===== src/pwmoe_regs.svh =====
// Register offsets, field positions, reset values and sampling counts
`ifndef PWMOE_REGS_SVH
`define PWMOE_REGS_SVH
`define PWMOE_OFS_FCTRL   8'h00
`define PWMOE_OFS_SWREQ   8'h04
`define PWMOE_OFS_CH0EN   8'h08
`define PWMOE_OFS_PAIREN  8'h0C
`define PWMOE_OFS_STAT    8'h10
`define PWMOE_OFS_MASK    8'h14
`define PWMOE_OFS_ALVL    8'h18
`define PWMOE_OFS_CMPSEL  8'h1C
`define PWMOE_OFS_CMPFLG  8'h20
`define PWMOE_FC_IRQEN    8
`define PWMOE_SW_PAIR     0
`define PWMOE_SW_CH0      2
`define PWMOE_PE_4BD      8
`define PWMOE_PE_4AC      9
`define PWMOE_PE_3BD      10
`define PWMOE_ST_SHORT    3
`define PWMOE_ST_OSC      4
`define PWMOE_ST_CMP      5
`define PWMOE_RST_FCTRL   16'h0000
`define PWMOE_RST_SWREQ   8'h00
`define PWMOE_RST_CH0EN   8'hFF
`define PWMOE_RST_PAIREN  3'h7
`define PWMOE_RST_MASK    6'h00
`define PWMOE_RST_ALVL    6'h3F
`define PWMOE_DIV8_LAST   3'h7
`define PWMOE_DIV16_LAST  4'hF
`define PWMOE_DIV128_LAST 7'h7F
`define PWMOE_LVL_SAMPLES 5'h10
`endif


===== src/pwmoe_pkg.sv =====
// Types shared by the output-disable block
package pwmoe_pkg;
  typedef enum logic [1:0] {
    PWMOE_MODE_EDGE   = 2'h0,
    PWMOE_MODE_DIV8   = 2'h1,
    PWMOE_MODE_DIV16  = 2'h2,
    PWMOE_MODE_DIV128 = 2'h3
  } pwmoe_mode_t;
  typedef enum logic [2:0] {
    PWMOE_DET_ARMED    = 3'h1,
    PWMOE_DET_COUNTING = 3'h2,
    PWMOE_DET_TRIPPED  = 3'h4
  } pwmoe_det_st_t;
endpackage


===== src/pwmoe_if.sv =====
// Link between the top and one fault-input detector
`timescale 1ns/1ns
interface pwmoe_if import pwmoe_pkg::*; ();
  logic        tick8;
  logic        tick16;
  logic        tick128;
  pwmoe_mode_t mode;
  logic        fault_n;
  logic        detect;
  modport det (input tick8, input tick16, input tick128, input mode, input fault_n,
               output detect);
  modport ctl (output tick8, output tick16, output tick128, output mode,
               output fault_n, input detect);
endinterface


===== src/pwmoe_fault_in.sv =====
// Fault-input detector: falling edge or sixteen low samples
`timescale 1ns/1ns
`include "pwmoe_regs.svh"
module pwmoe_fault_in import pwmoe_pkg::*; #(
  parameter int CNT_W = 5
) (
  input wire logic pclk,
  input wire logic presetn,
  input wire logic ce,
  pwmoe_if.det     dif
);
  pwmoe_det_st_t    st_r;
  pwmoe_det_st_t    st_nxt;
  logic [CNT_W-1:0] cnt_r;
  logic [CNT_W-1:0] cnt_nxt;
  logic             prev_r;
  logic             tick;
  logic             edge_mode;

  assign edge_mode = (dif.mode == PWMOE_MODE_EDGE);

  always_comb begin
    case (dif.mode)
      PWMOE_MODE_DIV8:   tick = dif.tick8;
      PWMOE_MODE_DIV16:  tick = dif.tick16;
      PWMOE_MODE_DIV128: tick = dif.tick128;
      default:           tick = 1'b0;
    endcase
  end

  always_comb begin
    st_nxt  = st_r;
    cnt_nxt = cnt_r;
    case (st_r)
      PWMOE_DET_ARMED: begin
        if (edge_mode) begin
          if (prev_r && !dif.fault_n) st_nxt = PWMOE_DET_TRIPPED;
        end else if (tick && !dif.fault_n) begin
          cnt_nxt = CNT_W'(1);
          st_nxt  = PWMOE_DET_COUNTING;
        end
      end
      PWMOE_DET_COUNTING: begin
        if (edge_mode || (tick && dif.fault_n)) begin
          st_nxt  = PWMOE_DET_ARMED;
          cnt_nxt = '0;
        end else if (tick) begin
          if (cnt_r == CNT_W'(`PWMOE_LVL_SAMPLES - 5'h01)) st_nxt = PWMOE_DET_TRIPPED;
          else cnt_nxt = cnt_r + CNT_W'(1);
        end
      end
      PWMOE_DET_TRIPPED: begin
        // Level mode stays tripped while the pin is low, so a clear cannot take early
        if (edge_mode || dif.fault_n) begin
          st_nxt  = PWMOE_DET_ARMED;
          cnt_nxt = '0;
        end
      end
      default: begin
        st_nxt  = PWMOE_DET_ARMED;
        cnt_nxt = '0;
      end
    endcase
  end

  always_ff @(posedge pclk or negedge presetn) begin
    if (!presetn) begin
      st_r   <= PWMOE_DET_ARMED;
      cnt_r  <= '0;
      prev_r <= 1'b1;
    end else if (ce) begin
      st_r   <= st_nxt;
      cnt_r  <= cnt_nxt;
      prev_r <= dif.fault_n;
    end
  end

  assign dif.detect = (st_r == PWMOE_DET_TRIPPED);
endmodule // pwmoe_fault_in


===== src/pwmoe_top.sv =====
// Emergency output disable for the timer PWM pins, APB slave
//
// Added by the designer: the APB slave port and the placing of the registers.
`timescale 1ns/1ns
`include "pwmoe_regs.svh"
module pwmoe_top import pwmoe_pkg::*; #(
  parameter int ADDR_W = 8,
  parameter int NCMP   = 2
) (
  input  wire logic              pclk,
  input  wire logic              presetn,
  input  wire logic              ce,
  input  wire logic              psel,
  input  wire logic              penable,
  input  wire logic              pwrite,
  input  wire logic [ADDR_W-1:0] paddr,
  input  wire logic [31:0]       pwdata,
  output logic      [31:0]       prdata,
  output logic                   pready,
  output logic                   pslverr,
  input  wire logic              fault_input_a_n,
  input  wire logic              fault_input_b_n,
  input  wire logic              fault_input_c_n,
  input  wire logic              osc_stop,
  input  wire logic [NCMP-1:0]   cmp_detect,
  input  wire logic [3:0]        timer_ch0_out,
  input  wire logic [3:0]        timer_ch0_oe,
  input  wire logic [5:0]        timer_pair_out,
  input  wire logic [5:0]        timer_pair_oe,
  output logic      [7:0]        pad_ch0_out,
  output logic      [7:0]        pad_ch0_oe,
  output logic      [5:0]        pad_pair_out,
  output logic      [5:0]        pad_pair_oe,
  output logic                   irq
);
  logic [15:0]     fctrl_r;
  logic [15:0]     fctrl_nxt;
  logic [7:0]      sw_r;
  logic [7:0]      sw_nxt;
  logic [7:0]      ch0en_r;
  logic [7:0]      ch0en_nxt;
  logic [2:0]      pairen_r;
  logic [2:0]      pairen_nxt;
  logic [4:0]      st_r;
  logic [4:0]      st_nxt;
  logic [5:0]      mask_r;
  logic [5:0]      mask_nxt;
  logic [5:0]      alvl_r;
  logic [5:0]      alvl_nxt;
  logic [NCMP-1:0] cmpsel_r;
  logic [NCMP-1:0] cmpsel_nxt;
  logic [NCMP-1:0] cmpflg_r;
  logic [NCMP-1:0] cmpflg_nxt;
  logic [31:0]     prdata_r;
  logic [31:0]     prdata_nxt;
  logic            irq_r;
  logic            irq_nxt;
  logic [6:0]      pre_r;
  logic [6:0]      pre_nxt;
  logic [7:0]      pch0_out_r;
  logic [7:0]      pch0_oe_r;
  logic [5:0]      ppair_out_r;
  logic [5:0]      ppair_oe_r;
  logic [7:0]      pch0_oe_nxt;
  logic [5:0]      ppair_oe_nxt;
  logic [2:0]      fault_det;
  logic [2:0]      fault_pins_n;
  logic [5:0]      act;
  logic            short_now;
  logic [5:0]      st_all;
  logic [5:0]      pend;
  logic            latched_any;
  logic            ch0_req;
  logic            pair_req;
  logic [7:0]      ch0_hiz;
  logic [5:0]      pair_hiz;
  logic            wr;
  logic            setup;
  logic            hit;
  logic [7:0]      a8;
  logic            tick8;
  logic            tick16;
  logic            tick128;

  // Shared prescaler: one counter serves all three sample rates
  always_comb begin
    pre_nxt = pre_r + 7'h01;
  end

  always_ff @(posedge pclk or negedge presetn) begin
    if (!presetn) begin
      pre_r <= 7'h00;
    end else if (ce) begin
      pre_r <= pre_nxt;
    end
  end

  assign tick8   = (pre_r[2:0] == `PWMOE_DIV8_LAST);
  assign tick16  = (pre_r[3:0] == `PWMOE_DIV16_LAST);
  assign tick128 = (pre_r == `PWMOE_DIV128_LAST);

  pwmoe_if fif [3] ();
  assign fault_pins_n = {fault_input_c_n, fault_input_b_n, fault_input_a_n};

  for (genvar g = 0; g < 3; g++) begin : g_det
    assign fif[g].tick8   = tick8;
    assign fif[g].tick16  = tick16;
    assign fif[g].tick128 = tick128;
    assign fif[g].mode    = pwmoe_mode_t'(fctrl_r[2*g+1 -: 2]);
    assign fif[g].fault_n = fault_pins_n[g];
    assign fault_det[g]   = fif[g].detect;
    pwmoe_fault_in #(.CNT_W(5)) u_det (
      .pclk    (pclk),
      .presetn (presetn),
      .ce      (ce),
      .dif     (fif[g])
    );
  end

  // Pair order: 0=3B 1=3D 2=4A 3=4B 4=4C 5=4D
  assign act       = ~(timer_pair_out ^ alvl_r) & timer_pair_oe;
  assign short_now = (act[0] & act[1]) | (act[2] & act[4]) | (act[3] & act[5]);

  // APB: zero wait states while ce is high, read data captured in the setup cycle
  assign a8     = 8'(paddr);
  assign setup  = ce && psel && !penable;
  assign wr     = ce && psel && penable && pwrite;
  assign pready = ce;
  always_comb begin
    case (a8)
      `PWMOE_OFS_FCTRL, `PWMOE_OFS_SWREQ, `PWMOE_OFS_CH0EN, `PWMOE_OFS_PAIREN,
      `PWMOE_OFS_STAT, `PWMOE_OFS_MASK, `PWMOE_OFS_ALVL, `PWMOE_OFS_CMPSEL,
      `PWMOE_OFS_CMPFLG: hit = (paddr == ADDR_W'(a8));
      default:           hit = 1'b0;
    endcase
  end
  assign pslverr = psel && penable && !hit;

  assign st_all = {|cmpflg_r, st_r};
  assign pend   = st_all & mask_r & {3'h7, {3{fctrl_r[`PWMOE_FC_IRQEN]}}};

  always_comb begin
    fctrl_nxt  = fctrl_r;
    sw_nxt     = sw_r;
    ch0en_nxt  = ch0en_r;
    pairen_nxt = pairen_r;
    mask_nxt   = mask_r;
    alvl_nxt   = alvl_r;
    cmpsel_nxt = cmpsel_r;
    prdata_nxt = prdata_r;
    if (wr) begin
      case (a8)
        `PWMOE_OFS_FCTRL:  fctrl_nxt  = {7'h00, pwdata[8], 2'h0, pwdata[5:0]};
        `PWMOE_OFS_SWREQ:  sw_nxt     = {5'h00, pwdata[`PWMOE_SW_CH0], 1'b0,
                                         pwdata[`PWMOE_SW_PAIR]};
        `PWMOE_OFS_CH0EN:  ch0en_nxt  = pwdata[7:0];
        `PWMOE_OFS_PAIREN: pairen_nxt = pwdata[`PWMOE_PE_3BD:`PWMOE_PE_4BD];
        `PWMOE_OFS_MASK:   mask_nxt   = pwdata[5:0];
        `PWMOE_OFS_ALVL:   alvl_nxt   = pwdata[5:0];
        `PWMOE_OFS_CMPSEL: cmpsel_nxt = pwdata[NCMP-1:0];
        default: ;
      endcase
    end
    // Sticky status: a new event in the clearing cycle beats the clear
    st_nxt = (st_r & ~((wr && a8 == `PWMOE_OFS_STAT) ? pwdata[4:0] : 5'h00))
             | {osc_stop, short_now, fault_det};
    cmpflg_nxt = (cmpflg_r & ~((wr && a8 == `PWMOE_OFS_CMPFLG) ? pwdata[NCMP-1:0]
                 : {NCMP{1'b0}})) | (cmp_detect & cmpsel_r);
    irq_nxt = |pend;
    if (setup) begin
      case (a8)
        `PWMOE_OFS_FCTRL:  prdata_nxt = {16'h0000, fctrl_r};
        `PWMOE_OFS_SWREQ:  prdata_nxt = {24'h000000, sw_r};
        `PWMOE_OFS_CH0EN:  prdata_nxt = {24'h000000, ch0en_r};
        `PWMOE_OFS_PAIREN: prdata_nxt = {21'h000000, pairen_r, 8'h00};
        `PWMOE_OFS_STAT:   prdata_nxt = {26'h0000000, st_all};
        `PWMOE_OFS_MASK:   prdata_nxt = {26'h0000000, mask_r};
        `PWMOE_OFS_ALVL:   prdata_nxt = {26'h0000000, alvl_r};
        `PWMOE_OFS_CMPSEL: prdata_nxt = 32'(cmpsel_r);
        `PWMOE_OFS_CMPFLG: prdata_nxt = 32'(cmpflg_r);
        default:           prdata_nxt = 32'h00000000;
      endcase
    end
  end

  always_ff @(posedge pclk or negedge presetn) begin
    if (!presetn) begin
      fctrl_r  <= `PWMOE_RST_FCTRL;
      sw_r     <= `PWMOE_RST_SWREQ;
      ch0en_r  <= `PWMOE_RST_CH0EN;
      pairen_r <= `PWMOE_RST_PAIREN;
      st_r     <= 5'h00;
      mask_r   <= `PWMOE_RST_MASK;
      alvl_r   <= `PWMOE_RST_ALVL;
      cmpsel_r <= {NCMP{1'b0}};
      cmpflg_r <= {NCMP{1'b0}};
      prdata_r <= 32'h00000000;
      irq_r    <= 1'b0;
    end else if (ce) begin
      fctrl_r  <= fctrl_nxt;
      sw_r     <= sw_nxt;
      ch0en_r  <= ch0en_nxt;
      pairen_r <= pairen_nxt;
      st_r     <= st_nxt;
      mask_r   <= mask_nxt;
      alvl_r   <= alvl_nxt;
      cmpsel_r <= cmpsel_nxt;
      cmpflg_r <= cmpflg_nxt;
      prdata_r <= prdata_nxt;
      irq_r    <= irq_nxt;
    end
  end

  // Any latched source disables every pin whose enable bit is set
  assign latched_any = |st_all;
  assign ch0_req     = latched_any | sw_r[`PWMOE_SW_CH0];
  assign pair_req    = latched_any | sw_r[`PWMOE_SW_PAIR];
  assign ch0_hiz     = ch0en_r & {8{ch0_req}};
  assign pair_hiz    = {pairen_r[0], pairen_r[1], pairen_r[0], pairen_r[1],
                        pairen_r[2], pairen_r[2]} & {6{pair_req}};

  // Pads are registered, so a disable reaches the pins one cycle after it latches
  always_comb begin
    pch0_oe_nxt  = {2{timer_ch0_oe}} & ~ch0_hiz;
    ppair_oe_nxt = timer_pair_oe & ~pair_hiz;
  end

  always_ff @(posedge pclk or negedge presetn) begin
    if (!presetn) begin
      pch0_out_r  <= 8'h00;
      pch0_oe_r   <= 8'h00;
      ppair_out_r <= 6'h00;
      ppair_oe_r  <= 6'h00;
    end else if (ce) begin
      pch0_out_r  <= {2{timer_ch0_out}};
      pch0_oe_r   <= pch0_oe_nxt;
      ppair_out_r <= timer_pair_out;
      ppair_oe_r  <= ppair_oe_nxt;
    end
  end

  assign pad_ch0_out  = pch0_out_r;
  assign pad_ch0_oe   = pch0_oe_r;
  assign pad_pair_out = ppair_out_r;
  assign pad_pair_oe  = ppair_oe_r;
  assign prdata       = prdata_r;
  assign irq          = irq_r;
endmodule // pwmoe_top


===== config.mk =====
export PLATFORM = sky130hd
export DESIGN_NAME = pwmoe_top
export DESIGN_NICKNAME = d
export VERILOG_FILES = /design/src/pwmoe_pkg.sv /design/src/pwmoe_if.sv /design/src/pwmoe_fault_in.sv /design/src/pwmoe_top.sv
export VERILOG_INCLUDE_DIRS = /design/src
export SDC_FILE = /design/constraint.sdc
export NUM_CORES = 1
export LEC_CHECK = 0
export ABC_AREA = 1
export BUFFER_PORTS_ARGS = -buffer_cell sky130_fd_sc_hd__buf_2
export CORE_MARGIN = 1.5
export CORE_UTILIZATION = 40
export DETAILED_ROUTE_END_ITERATION = 8
export PLACE_DENSITY = 0.65
export REMOVE_ABC_BUFFERS = 1
export SYNTH_ARGS = -nofsm -noshare
export SYNTH_HDL_FRONTEND = slang
export SYNTH_SLANG_ARGS = --single-unit

===== constraint.sdc =====
create_clock -name pclk -period 1.7 [get_ports pclk]
set_input_delay 0.34 -clock pclk [delete_from_list [all_inputs] [get_ports pclk]]
set_output_delay 0.34 -clock pclk [all_outputs]
set_load 0.005 [all_outputs]

==> impl_metrics.tcl <==
set metrics [dict create \
    power_density_nw_per_um2 936 \
    final_cell_mix "nand2_1, dfrtp_1, buf_2, nand3_1, inv_1" \
    hold_class "input pin to flop" \
    ys_seq_elements 111 \
    numCtsBuffers 9 \
    num_antenna_cells 0 \
    slew_viol_final 0 \
    coreArea_sq_um 14700 \
    grt_max_degree 45 \
    rows 44 \
    drc 0 \
    place.gp.congestion 0.898 \
    vias_per_cell 4.86 \
    rsz0062_at_grt "yes" \
    avgSynthCellArea_sq_um 7.74 \
    h-tree-depth 3 \
    holdWs_ns 0.169 \
    wirelength_mm 14.8 \
    dp_slack_ns -0.0126 \
    via_count 5364 \
    cp.arrival_ns 1.95 \
    grt_pass1_vias 4845 \
    postSynthCellCount 789 \
    clk_path_buf_depth 2 \
    crit_type "flop to flop" \
    setup_slack_ns 0.00876 \
    peakVddDrop_mv 0.574 \
    p_leak_nw 3.78 \
    dp_hpwl_mm 11.0 \
    die_area_sq_um 16000 \
    synth.distinct_cells 45 \
    yosysWarnings 0 \
    fin_crit_ns 1.69 \
    hold_violations 0 \
    die_y_microns 127 \
    dr.first_iter.drc_count 312 \
    layout-drive-gt1-share_pct 28.4 \
    finalNetCount 994 \
    grt_pass1_wl_mm 24.1 \
    clk_latency_ns 0.37 \
    status "complete, no violations" \
    numClockSinks 111 \
    drtAntennaViolNets 0 \
    worstPathMaxFanout 5 \
    start_kind "flop" \
    synth_seq_area_share_pct 46.0 \
    cts-root-buf "clkbuf_16" \
    first_pass_iters 5 \
    fin_total_pwr_mw 7.02 \
    cts_tree "built" \
    skew_ns 0.00984 \
    max_clock_freq_mhz 591 \
    die_w_microns 127 \
    setup_viol 0 \
    clkTransAtPathRegs_ns 0.08 \
    final_cells 1103 \
    wire_per_inst_microns 13.5 \
    grt_antenna_before_repair 0 \
    grt-ovfl-total 0 \
    initial_core_util_pct 41.5 \
    cp-end-kind "flop" \
    placed_cells 1078 \
    top_level_ports 135 \
    period_share_pct 99.5 \
    grt_use_total_pct 19.0 \
    worst_ep_required_time_ns 1.96 \
    syn2layout_area_growth_pct 22.8 \
    synth_area_sq_um 6110 \
    io_buffers 92 \
    layout_commonest_cell "nand2_1" \
    maxCapViolations 0 \
]
[final timing paths]
kind | start | to | slack [ns] | depth (start not counted)
setup / recovery | pre_r[0] | g_det[2].u_det.cnt_r[3] | 0.009 | 11
hold / removal | timer_ch0_out[0] | pad_ch0_out[4] | 0.17 | 3
setup reg to reg | pre_r[0] | g_det[2].u_det.cnt_r[3] | 0.009 | 11
hold reg to reg | g_det[1].u_det.st_r[0] | g_det[1].u_det.st_r[0] | 0.47 | 2
max in group asynchronous | presetn | pairen_r[0] | 0.66 | 3
min in group asynchronous | presetn | g_det[2].u_det.cnt_r[1] | 0.44 | 2
[flip-flops by register name (all words and copies together) (netlist names), 6 cells and up]
register,flops
g_det.u_det.cnt_r,15
prdata,11
g_det.u_det.st_r,9
ch0en_r,8
pad_ch0_oe,8
fctrl_r,7
pre_r,7
alvl_r,6
mask_r,6
pad_pair_oe,6
pad_pair_out,6
[worst max-delay path, stage by stage, from the launching register on]
cell,delay (ns)
dfrtp_1,0.36
ha_2,0.20
buf_6,0.10
nand3_4,0.09
nor2_4,0.12
nand2_2,0.07
nand2_4,0.11
nand3_4,0.09
a21oi_4,0.21
nand2_4,0.10
nand2_2,0.08
nand2_1,0.05
[power breakdown]
part           switching (mW)  internal [mW]  leakage, nW
logic                   0.925          0.669         2.24
clock network            1.09           1.20        0.158
registers               0.212           2.93         1.38
[routing by layer]
metal	part of all wire, %	GRT usage (%)
met1	47	26.8
met2	47	29.9
met3	4.7	4.43
met4	1.2	4.39
met5	0	0
[cells in the mapped netlist (all sizes together)]
master     n  area share [%]
conb       1           0.061
o2111ai    2            0.29
dfstp     23             9.9
dfrtp     88              36
xor2       5            0.72
nand3     70             6.4
clkinv     1           0.082
inv       69             4.2
o211ai     1            0.12
and3       1            0.10
o31ai      1            0.12
o22ai      1            0.10
nor4       2            0.20
buf       34             3.9
nor3       8             1.1
mux2       3            0.61
a41oi      1            0.14
nand3b     3            0.37
o21ai     61             5.2
xnor2      7             1.0
ha         8             1.6
clkbuf     6            0.37
nand4      2            0.20
nor2      61             5.3
a22o       1            0.14
or2        1            0.10
a21boi     2            0.37
a21oi      9            0.98
nand2    317              20
[logic make-up (layout without fill, tap and decap cells)]
| kind of cell | count (synthesis) | count (layout) | synth area share, % |
|---|---|---|---|
| multiplexers | 3 | 3 | 0.615 |
| AO/OA/AOI/OAI | 79 | 79 | 7.46 |
| adder cells (fa/ha/maj) | 8 | 8 | 1.64 |
| XOR/XNOR | 12 | 12 | 1.72 |
| AND/OR/NAND/NOR | 465 | 465 | 34.0 |
| flip-flops | 111 | 111 | 46.0 |
| other | 1 | 21 | 0.0614 |
| buffers and inverters | 110 | 220 | 8.57 |
[through the flow]
stage	utilization [%]	TNS [ns]	cell area (sq um)
4_1_cts	49.4	-0.00243	7260
5_1_grt	51.0	-1.48	7500
3_5_place_dp	46.9	-0.0675	6900
2_1_floorplan	-	-1.56	5920
3_3_place_gp	46.9	-0.0127	6900
6_report	51.0	0	7500
[what timing repair did]
action,4_1_cts,5_1_grt
pin swaps,0,20
hold buffers,1,0
resized for setup,5,54
endpoints found under the setup margin,10,37
endpoints found under the hold margin,20,0
gates cloned,0,0
buffers inserted,0,8
[final cells by class]
| type | instances | area, sq um |
|---|---|---|
| clock buffer | 9 | 225 |
| clock inverter | 7 | 100 |
| fill | 1428 | 7200 |
| inverter | 70 | 269 |
| multi-input combinational | 588 | 3030 |
| sequential | 111 | 2810 |
| tap | 184 | 230 |
| timing repair buffer | 134 | 843 |
No activity file was read; power rests on OpenSTA's default activity.
